$ cat src/shared/rhpcf_pkg.sv
/*
 * Constants for the root-hub port change flag block: register offsets,
 * field positions, reset values and timing counts.
 * Assumes a 50 MHz core clock and a word-addressed Avalon-MM slave.
 */
package rhpcf_pkg;
    // clock rate
    localparam int unsigned CLK_HZ = 50000000;
    // register word offsets (byte address = 4 * index)
    localparam logic [1:0] OFS_PORT_STATUS = 2'h0;
    localparam logic [1:0] OFS_IRQ_STATUS = 2'h1;
    localparam logic [1:0] OFS_IRQ_MASK = 2'h2;
    localparam logic [1:0] OFS_PORT_CONFIG = 2'h3;
    // change flag positions in the port status word
    localparam int unsigned BIT_CONNECT_CHG = 16;
    localparam int unsigned BIT_ENABLE_CHG = 17;
    localparam int unsigned BIT_SUSPEND_CHG = 18;
    localparam int unsigned BIT_OVERCURRENT_CHG = 19;
    localparam int unsigned BIT_RESET_CHG = 20;
    // live status positions in the port status word
    localparam int unsigned BIT_CONNECT_STS = 0;
    localparam int unsigned BIT_ENABLE_STS = 1;
    localparam int unsigned BIT_SUSPEND_STS = 2;
    localparam int unsigned BIT_RESET_STS = 4;
    // configuration bit: port holds a non-removable device
    localparam int unsigned BIT_NONREMOVABLE = 0;
    // event positions in interrupt status / mask (five change flags)
    localparam int unsigned EVT_W = 5;
    localparam logic [4:0] FLAGS_RST = 5'h00;
    localparam logic [4:0] MASK_RST = 5'h00;
    localparam logic NONREM_RST = 1'b0;
    // resume synchronization delay
    localparam int unsigned SYNC_DELAY_MS = 3;
    localparam int unsigned SYNC_DELAY_CYC = SYNC_DELAY_MS * (CLK_HZ / 1000);
endpackage

$ cat src/core/rhpcf_delay.sv
/*
 * Retriggerable one-shot delay counter.
 * Assumes start is a one-cycle pulse from the same clock domain.
 */
`timescale 1ns/1ps
module rhpcf_delay #(
    parameter int unsigned CYCLES = 150000
) (
    input wire logic clk,
    input wire logic nrst,
    input wire logic start,
    output logic done
);
    localparam int unsigned CW = $clog2(CYCLES + 1);
    logic [CW-1:0] cnt_q;
    logic busy_q;

    // =========================================
    // counter: done pulses when the count runs out
    always_ff @(posedge clk or negedge nrst) begin
        if (!nrst) begin
            cnt_q <= '0;
            busy_q <= 1'b0;
            done <= 1'b0;
        end else begin
            done <= 1'b0;
            if (start) begin
                cnt_q <= CW'(CYCLES - 1);
                busy_q <= 1'b1;
            end else if (busy_q) begin
                if (cnt_q == '0) begin
                    busy_q <= 1'b0;
                    done <= 1'b1;
                end else begin
                    cnt_q <= cnt_q - 1'b1;
                end
            end
        end
    end
endmodule // rhpcf_delay

$ cat src/core/rhpcf_top.sv
/*
 * Change flags of one root-hub port, with Avalon-MM register access
 * and a level interrupt.
 * Assumes the port state machine drives the live status inputs and the
 * resume/eop strobes from the same CORE_CLK domain.
 */
// The placing of the registers and the Avalon-MM slave port were left to the implementer.
// Contract
// RL1: reset change flag cleared by writing one
// RL2: reset status change sets reset change flag
// RL3: overcurrent change flag always reads zero
// RL4: suspend change flag cleared by writing one
// RL5: suspend flag sets after resume, eop, 3ms
// RL6: enable change flag cleared by writing one
// RL7: enable status change sets enable flag
// RL8: connect flag; nonremovable sets after hub reset
// RL9: request while disconnected sets connect flag; not done here while nonremovable is set
// RL10: flags reset zero, zero writes harmless
// RL11: set beats clear in same cycle
`timescale 1ns/1ps
module rhpcf_top
    import rhpcf_pkg::*;
#(
    parameter int unsigned SYNC_CYCLES = rhpcf_pkg::SYNC_DELAY_CYC
) (
    input wire logic CORE_CLK,
    input wire logic NRST,
    input wire logic [1:0] AVS_ADDRESS,
    input wire logic AVS_READ,
    input wire logic AVS_WRITE,
    input wire logic [31:0] AVS_WRITEDATA,
    input wire logic [3:0] AVS_BYTEENABLE,
    output logic [31:0] AVS_READDATA,
    output logic AVS_WAITREQUEST,
    input wire logic PORT_CONNECT,
    input wire logic PORT_ENABLE,
    input wire logic PORT_SUSPEND,
    input wire logic PORT_RESET,
    input wire logic RESUME_EOP_DONE,
    input wire logic HUB_RESET_DONE,
    output logic SET_PORT_RESET,
    output logic SET_PORT_ENABLE,
    output logic SET_PORT_SUSPEND,
    output logic IRQ
);
    // =========================================
    // local signals
    logic connect_chg_q, enable_chg_q, suspend_chg_q, reset_chg_q;
    logic prev_connect_q, prev_enable_q, prev_reset_q;
    logic [EVT_W-1:0] irq_sts_q;
    logic [EVT_W-1:0] irq_mask_q;
    logic nonremovable_q;
    logic ack_q;
    logic wr_take, rd_take, status_wr;
    logic clr_conn, clr_en, clr_susp, clr_rst;
    logic set_conn, set_en, set_susp, set_rst;
    logic req_while_off;
    logic sync_done;
    logic [EVT_W-1:0] evt_vec;

    // =========================================
    // avalon handshake: one wait cycle, answer on the second edge
    // a registered ack keeps readdata from a flip-flop at the sample edge
    assign AVS_WAITREQUEST = (AVS_READ | AVS_WRITE) & ~ack_q;
    assign wr_take = AVS_WRITE & ack_q;
    assign rd_take = AVS_READ & ack_q;

    always_ff @(posedge CORE_CLK or negedge NRST) begin
        if (!NRST) begin
            ack_q <= 1'b0;
        end else begin
            ack_q <= (AVS_READ | AVS_WRITE) & ~ack_q;
        end
    end

    // write one to clear, write zero leaves the flag alone
    // every input is an argument: a continuous assign only re-evaluates
    // when its operands change, not when a signal read inside does
    function automatic logic w1c(input logic wr, input logic [3:0] be,
            input logic [31:0] wd, input int unsigned pos);
        return wr & be[pos/8] & wd[pos];
    endfunction

    assign status_wr = wr_take & (AVS_ADDRESS == OFS_PORT_STATUS);
    assign clr_rst = w1c(status_wr, AVS_BYTEENABLE, AVS_WRITEDATA,
        BIT_RESET_CHG); // [RL1]
    assign clr_susp = w1c(status_wr, AVS_BYTEENABLE, AVS_WRITEDATA,
        BIT_SUSPEND_CHG); // [RL4]
    assign clr_en = w1c(status_wr, AVS_BYTEENABLE, AVS_WRITEDATA,
        BIT_ENABLE_CHG); // [RL6]
    assign clr_conn = w1c(status_wr, AVS_BYTEENABLE, AVS_WRITEDATA,
        BIT_CONNECT_CHG); // [RL8]

    // =========================================
    // set requests for port reset, enable, suspend
    // these strobe the external port machine; low bits are write-one
    assign SET_PORT_RESET = status_wr & AVS_BYTEENABLE[0]
        & AVS_WRITEDATA[BIT_RESET_STS];
    assign SET_PORT_ENABLE = status_wr & AVS_BYTEENABLE[0]
        & AVS_WRITEDATA[BIT_ENABLE_STS];
    assign SET_PORT_SUSPEND = status_wr & AVS_BYTEENABLE[0]
        & AVS_WRITEDATA[BIT_SUSPEND_STS];
    assign req_while_off = (SET_PORT_RESET | SET_PORT_ENABLE
        | SET_PORT_SUSPEND) & ~PORT_CONNECT; // [RL9]

    // =========================================
    // previous status for edge detection
    always_ff @(posedge CORE_CLK or negedge NRST) begin
        if (!NRST) begin
            prev_connect_q <= 1'b0;
            prev_enable_q <= 1'b0;
            prev_reset_q <= 1'b0;
        end else begin
            prev_connect_q <= PORT_CONNECT;
            prev_enable_q <= PORT_ENABLE;
            prev_reset_q <= PORT_RESET;
        end
    end

    // =========================================
    // resume sync delay: starts only after resume pulse and eop finish
    rhpcf_delay #(
        .CYCLES(SYNC_CYCLES)
    ) u_sync_delay (
        .clk(CORE_CLK),
        .nrst(NRST),
        .start(RESUME_EOP_DONE),
        .done(sync_done)
    );

    // =========================================
    // hardware set conditions
    assign set_rst = PORT_RESET ^ prev_reset_q; // [RL2]
    assign set_en = PORT_ENABLE ^ prev_enable_q; // [RL7]
    assign set_susp = sync_done; // [RL5]
    // a non-removable device reports attach only after a hub reset
    assign set_conn = nonremovable_q ? HUB_RESET_DONE
        : ((PORT_CONNECT ^ prev_connect_q) | req_while_off); // [RL8] [RL9]

    // =========================================
    // sticky change flags, set wins over clear
    always_ff @(posedge CORE_CLK or negedge NRST) begin
        if (!NRST) begin
            reset_chg_q <= 1'b0; // [RL10]
            suspend_chg_q <= 1'b0;
            enable_chg_q <= 1'b0;
            connect_chg_q <= 1'b0;
        end else begin
            reset_chg_q <= set_rst | (reset_chg_q & ~clr_rst); // [RL11]
            suspend_chg_q <= set_susp | (suspend_chg_q & ~clr_susp);
            enable_chg_q <= set_en | (enable_chg_q & ~clr_en);
            connect_chg_q <= set_conn | (connect_chg_q & ~clr_conn);
        end
    end

    // =========================================
    // interrupt status: sticky, cleared by reading it, set wins
    assign evt_vec = {set_rst, 1'b0, set_susp, set_en, set_conn};

    always_ff @(posedge CORE_CLK or negedge NRST) begin
        if (!NRST) begin
            irq_sts_q <= FLAGS_RST;
        end else if (rd_take && AVS_ADDRESS == OFS_IRQ_STATUS) begin
            irq_sts_q <= evt_vec;
        end else begin
            irq_sts_q <= irq_sts_q | evt_vec;
        end
    end

    // =========================================
    // mask and configuration registers
    always_ff @(posedge CORE_CLK or negedge NRST) begin
        if (!NRST) begin
            irq_mask_q <= MASK_RST;
            nonremovable_q <= NONREM_RST;
        end else if (wr_take && AVS_BYTEENABLE[0]) begin
            if (AVS_ADDRESS == OFS_IRQ_MASK) begin
                irq_mask_q <= AVS_WRITEDATA[EVT_W-1:0];
            end
            if (AVS_ADDRESS == OFS_PORT_CONFIG) begin
                nonremovable_q <= AVS_WRITEDATA[BIT_NONREMOVABLE];
            end
        end
    end

    // level interrupt while any unmasked status bit is set
    always_ff @(posedge CORE_CLK or negedge NRST) begin
        if (!NRST) begin
            IRQ <= 1'b0;
        end else begin
            IRQ <= |(irq_sts_q & irq_mask_q);
        end
    end

    // =========================================
    // read data, registered; unmapped bits and overcurrent read zero
    always_ff @(posedge CORE_CLK or negedge NRST) begin
        if (!NRST) begin
            AVS_READDATA <= 32'h00000000;
        end else if (AVS_READ && !ack_q) begin
            AVS_READDATA <= 32'h00000000;
            unique case (AVS_ADDRESS)
                OFS_PORT_STATUS: begin
                    AVS_READDATA[BIT_RESET_CHG] <= reset_chg_q;
                    AVS_READDATA[BIT_OVERCURRENT_CHG] <= 1'b0; // [RL3]
                    AVS_READDATA[BIT_SUSPEND_CHG] <= suspend_chg_q;
                    AVS_READDATA[BIT_ENABLE_CHG] <= enable_chg_q;
                    AVS_READDATA[BIT_CONNECT_CHG] <= connect_chg_q;
                    AVS_READDATA[BIT_RESET_STS] <= PORT_RESET;
                    AVS_READDATA[BIT_SUSPEND_STS] <= PORT_SUSPEND;
                    AVS_READDATA[BIT_ENABLE_STS] <= PORT_ENABLE;
                    AVS_READDATA[BIT_CONNECT_STS] <= PORT_CONNECT;
                end
                OFS_IRQ_STATUS: begin
                    // include this cycle's events: the clear edge drops them
                    AVS_READDATA[EVT_W-1:0] <= irq_sts_q | evt_vec;
                end
                OFS_IRQ_MASK: begin
                    AVS_READDATA[EVT_W-1:0] <= irq_mask_q;
                end
                OFS_PORT_CONFIG: begin
                    AVS_READDATA[BIT_NONREMOVABLE] <= nonremovable_q;
                end
            endcase
        end
    end
endmodule // rhpcf_top

$ cat config.mk
export PLATFORM = sky130hd
export DESIGN_NAME = rhpcf_top
export DESIGN_NICKNAME = d
export VERILOG_FILES = /design/src/shared/rhpcf_pkg.sv /design/src/core/rhpcf_delay.sv /design/src/core/rhpcf_top.sv
export SDC_FILE = /design/constraint.sdc
export NUM_CORES = 1
export LEC_CHECK = 0
export BUFFER_PORTS_ARGS = -buffer_cell sky130_fd_sc_hd__buf_2
export CORE_UTILIZATION = 48
export CTS_BUF_LIST = sky130_fd_sc_hd__clkbuf_4
export CTS_CLUSTER_SIZE = 12
export DETAILED_ROUTE_END_ITERATION = 6
export GPL_TIMING_DRIVEN = 0
export PLACE_DENSITY_LB_ADDON = 0.08
export SYNTH_ARGS = -nofsm -noshare
export SYNTH_HDL_FRONTEND = slang
export SYNTH_HIERARCHICAL = 1
export SYNTH_SLANG_ARGS = --single-unit
$ cat constraint.sdc
create_clock -name CORE_CLK -period 1.8 [get_ports CORE_CLK]
set_clock_uncertainty 0.15 [all_clocks]
set_input_delay 0 -clock CORE_CLK [delete_from_list [all_inputs] [get_ports CORE_CLK]]
set_output_delay 0 -clock CORE_CLK [all_outputs]
set_load 0.1 [all_outputs]
# Word-level counts from Yosys, hierarchy flattened
# Index checks and enable logic that the tools add are counted.
# totals
ff_bits	50
input_bits	48
output_inout_bits	37
word_cells	85
# classes
add_sub_neg	1
n_eq_ne	4
n_mux	16
bitwise	37
reduce_logical	11
# ops
cell	n
$mux 18	3
$and 1x1->1	18
$logic_not 18->1	1
$sub 18x1->18 const B	1
$mux 5	2
$or 1x1->1	8
$mux 1	7
$not 1->1	6
$pmux 2 s3	1
$reduce_and 2->1	3
$and 5x5->5	1
$or 5x5->5	1
$reduce_or 5->1	1
$eq 2x2->1 const B	2
$pmux 1 s4	1
$logic_and 1x1->1	3
$pmux 1 s3	1
$xor 1x1->1	3
$eq 2x1->1 const B	1
$logic_not 2->1	1
$ne 2x2->1 const B	1
$pmux 1 s2	1
$reduce_bool 2->1	1
$logic_not 1->1	1

# Depth between registers and ports, before layout
# logic_depth
word_depth	11
depth_mapped	7
depth_no_buf	6

# By module
# Netlist, hierarchy kept.
# by_module_without_submodules
mod	instances	cells_each	area_each_um2
rhpcf_top	1	148	1481.4
rhpcf_delay	1	119	1218.7

# Worst setup path before layout
# Ideal clock, no wire load.
# synth_path
path_kind	reg2reg
from	register ack_q
to	register ack_q
setup_time_ns	0.267
arrival_time_ns	1.693
required_ns	1.383
path_slack_ns	-0.310
path_stages_with_launch	2
path_buffers	0
cell_sequence	dfrtp_1 nor2_1
# synth_between
elab_chain_len	2
# synth_rtl
item	line	rtl
start: declaration	rhpcf_top.sv:53	logic ack_q;
start signal: assignment	rhpcf_top.sv:72	ack_q <= (AVS_READ | AVS_WRITE) & ~ack_q;
$not 1->1	n/a	
$and 1x1->1	n/a	
net AVS_WAITREQUEST	rhpcf_top.sv:34	output logic AVS_WAITREQUEST,
# The timed path passes the listed nets, and every way through them passes these cells.
# A chain may end at the register's enable or synchronous reset.

# Worst setup path in the final report
# layout_path
from	register u_sync_delay.cnt_q[13]
to	register u_sync_delay.cnt_q[2]
# layout_between
elab_chain_len	3
# layout_rtl
item	line	rtl
start: declaration	rhpcf_delay.sv:15	logic [CW-1:0] cnt_q;
start signal: assignment	rhpcf_delay.sv:28	cnt_q <= CW'(CYCLES - 1);
start signal: assignment	rhpcf_delay.sv:35	cnt_q <= cnt_q - 1'b1;
$logic_not 18->1	rhpcf_delay.sv:31	if (cnt_q == '0) begin
$ne 2x2->1 (no source line)	n/a	
$reduce_and 2->1 (no source line)	n/a	
# Every way passes these cells.

==> impl_metrics.ini <==
[sta]
setup_violations = 20
rsz0062_at_grt = true
worstMarginPinSlew_ns = 1.08
hold_viol = 0
hold_ws_ns = 0.0335
slew_headroom_pct = 28.2
max_freq_mhz = 480
fin_ws_ns = -0.282
fin_crit_sh_pct = 116
slew_viol_final = 0
min_period_ns = 2.08

[placement]
hpwl_um = 3930
gp_congestion = 0.799
port_buffers = 36

[setup_path]
critPathKind = flop to flop
end_kind = flop
cpMaxStageDelayCell = or4_4
cp_slowest_stage_delay_ns = 0.55
worst-r2r-cell-count = 5
worstPathArrival_ns = 2.21
start_kind = flop
critPathMaxFanout = 7
crit_required_ns = 1.93
path_cells = or4_4 -> and4bb_4 -> buf_8 -> a211oi_2 -> a211o_1

[floorplanning]
core_region_area_um2 = 5270
die_h_um = 77
die-area_um2 = 5930
initial_core_util_pct = 51.2
rows = 26
die_w_um = 77
ios = 85

[clock_tree]
clk_pin_slew_ns = 0.16
clock_latency_ns = 0.38
htree_num_levels = 2
ctsRootBufferMaster = clkbuf_4
cts.sinks = 48
cts-buffers-inserted = 5
cts_tree = done
clk_path_buf_depth = 2

[power_and_ir_drop]
pwr-share-clk_pct = 22.4
p_sw_mw = 1.25
power_density_nw_per_um2 = 804
pwr-share-comb_pct = 35.8
switching_share_pct = 40.5
leakagePower_nw = 1.73
internal-power_mw = 1.84
pwr-share-seq_pct = 41.8
total_power_mw = 3.10
ir_worst_vdd_mv = 0.664

[job]
maxCapViolCount = 0

[routing]
drt-pass1-iter-count = 4
vias_per_cell = 5.12
drtIter0Drc = 66
wirelength_um = 6700
dr_wl_met3_um = 239
post-route-drc-count = 0
maxUsedRoutingLayer = met4
vias = 2312
met1_length_um = 2850
antenna_left = 0
wire_per_inst_um = 14.8
dr_wl_met2_um = 3570

[layout]
antenna_cells = 0
syn2layout_area_growth_pct = 42.8
layout_common_cells = 46 x buf_4, 41 x dfrtp_1, 35 x buf_2
nets = 435
layout_commonest_cell = buf_4
drive_gt1_share_pct = 43.5
fill_cells = 412

[synth]
yosysTopAreaCellShare_pct = 44.5
yosys-top-cells-area = dfrtp_1 44%, buf_4 6.4%, nand2_1 4.7%, mux2_2 3.8%, nor2b_1 3.2%
ys.warnings.count = 6
ys_seq_elements = 48
synthFlopType = dfrtp_1
avgSynthCellArea_um2 = 10.1
synth_edf_count = 0
yosysTopAreaCell = dfrtp_1
synth_area_um2 = 2700
synth_async_sr_flop_share_pct = 100
ys_seq_area_share_pct = 44.5
syn_inst = 267
ys_types = 55

[global_route]
grt_max_degree = 49
antenna_found_initial = 0
track_usage_pct = 22.9
grt.overflow.total = 0
grt_first_pass_wirelength_um = 10500
grt_pass1_vias = 2203

[worst_hold_path]
min_path_type = input pin to flop
holdPathStages = 4

[status]
outcome = finished with violations
violations = setup timing
## cells in the mapped netlist (all sizes together) (3+ instances only)
library cell  number
or3                4
nor3b              3
a21o               4
nand4              3
o31ai              3
nor2b             14
nand2             35
a22oi              3
nor2              17
a211oi             8
ha                 6
mux2               9
nor4               5
or4                4
buf               28
nand3              4
inv                5
a21oi             11
dfrtp             48
a22o               3
o21ai             13
a211o              4
mux2i              6
clkbuf             3
and3               5
## path summary, 6_finish.rpt
path	start	slack (ns)	to
worst min-delay path	AVS_WRITE	0.03	suspend_chg_q
max in group asynchronous	NRST	0.56	u_sync_delay/cnt_q[1]
min in group asynchronous	NRST	0.19	AVS_READDATA[17]
worst max register to register	u_sync_delay/cnt_q[13]	-0.28	u_sync_delay/cnt_q[2]
worst min register to register	AVS_READDATA[16]	0.34	AVS_READDATA[16]
worst max-delay path	u_sync_delay/cnt_q[13]	-0.28	u_sync_delay/cnt_q[2]
## cell type report
class,count,area [µm²],area share [%]
plain buffers,32,251,6.52
clock buffers,5,37.5,0.974
clock inverters,3,47.5,1.23
inverters,5,18.8,0.487
multi-input cells,204,1560,40.4
flip-flops and latches,48,1210,31.4
well taps,70,87.6,2.27
repair buffers,85,646,16.7
## state kept, by name, indices dropped and copies added (netlist names)
register             flops
prev_enable_q            1
u_sync_delay/cnt_q      18
reset_chg_q              1
u_sync_delay/busy_q      1
u_sync_delay/done        1
irq_sts_q                4
AVS_READDATA             9
irq_mask_q               5
IRQ                      1
ack_q                    1
prev_connect_q           1
suspend_chg_q            1
prev_reset_q             1
enable_chg_q             1
connect_chg_q            1
nonremovable_q           1
## kinds of logic (layout without fill, tap and decap cells)
logic type,Yosys count,after routing,share of synthesized area (%)
compound gates,54,54,14.0
xor+xnor,2,2,0.649
fa+ha+maj,6,6,2.78
buf+inv,37,130,9.78
flops,48,48,44.5
mux,15,15,5.98
other cells,1,23,0.139
simple gates,104,104,22.2
## metal layers
| metal | global-route usage, % | vias up |
|---|---|---|
| met1 | 27.2 | 1125 |
| met3 | 3.69 | 4 |
| met4 | 10.6 | 0 |
| met2 | 40.2 | 52 |
| met5 | 0 | - |
| li1 | - | 1131 |
## timing repair
item | in CTS | in global routing
cloned | 0 | 0
gates resized for setup | 27 | 39
setup endpoints to repair | 23 | 25
pin swaps | 13 | 12
setup buffers | 15 | 12
hold buffers | 21 | 1
hold endpoints to repair | 75 | 1
## critical path, delay by kind of cell (launching register included)
family	cells	cell delay, ns
buffers and inverters	1	0.16
AND/OR/NAND/NOR	2	0.94
flip-flops	1	0.42
AO/OA/AOI/OAI	2	0.29
## power by group through the flow
stage / logic, mW / clock network, mW / registers, mW
6_report: 1.11 / 0.695 / 1.29
5_1_grt: 1.17 / 0.749 / 1.31
4_1_cts: 0.982 / 0.709 / 1.29
3_5_place_dp: 0.912 / 0 / 1.31
3_3_place_gp: 0.906 / 0 / 1.30
2_1_floorplan: 0.513 / 0 / 1.53
## metrics by stage
step | utilization (%) | setup TNS, ns | setup WS, ns | area, µm² | cells
floorplan | - | -1.71 | -0.213 | 2790 | 289
detailed placement | 57.9 | -6.09 | -0.537 | 3050 | 395
global route | 73.1 | -5.70 | -0.354 | 3850 | 452
global placement | 57.9 | -5.34 | -0.478 | 3050 | 395
finish | 73.1 | -4.49 | -0.282 | 3850 | 452
CTS | 68.0 | -4.64 | -0.282 | 3580 | 439
No activity file was read; power rests on OpenSTA's default activity.
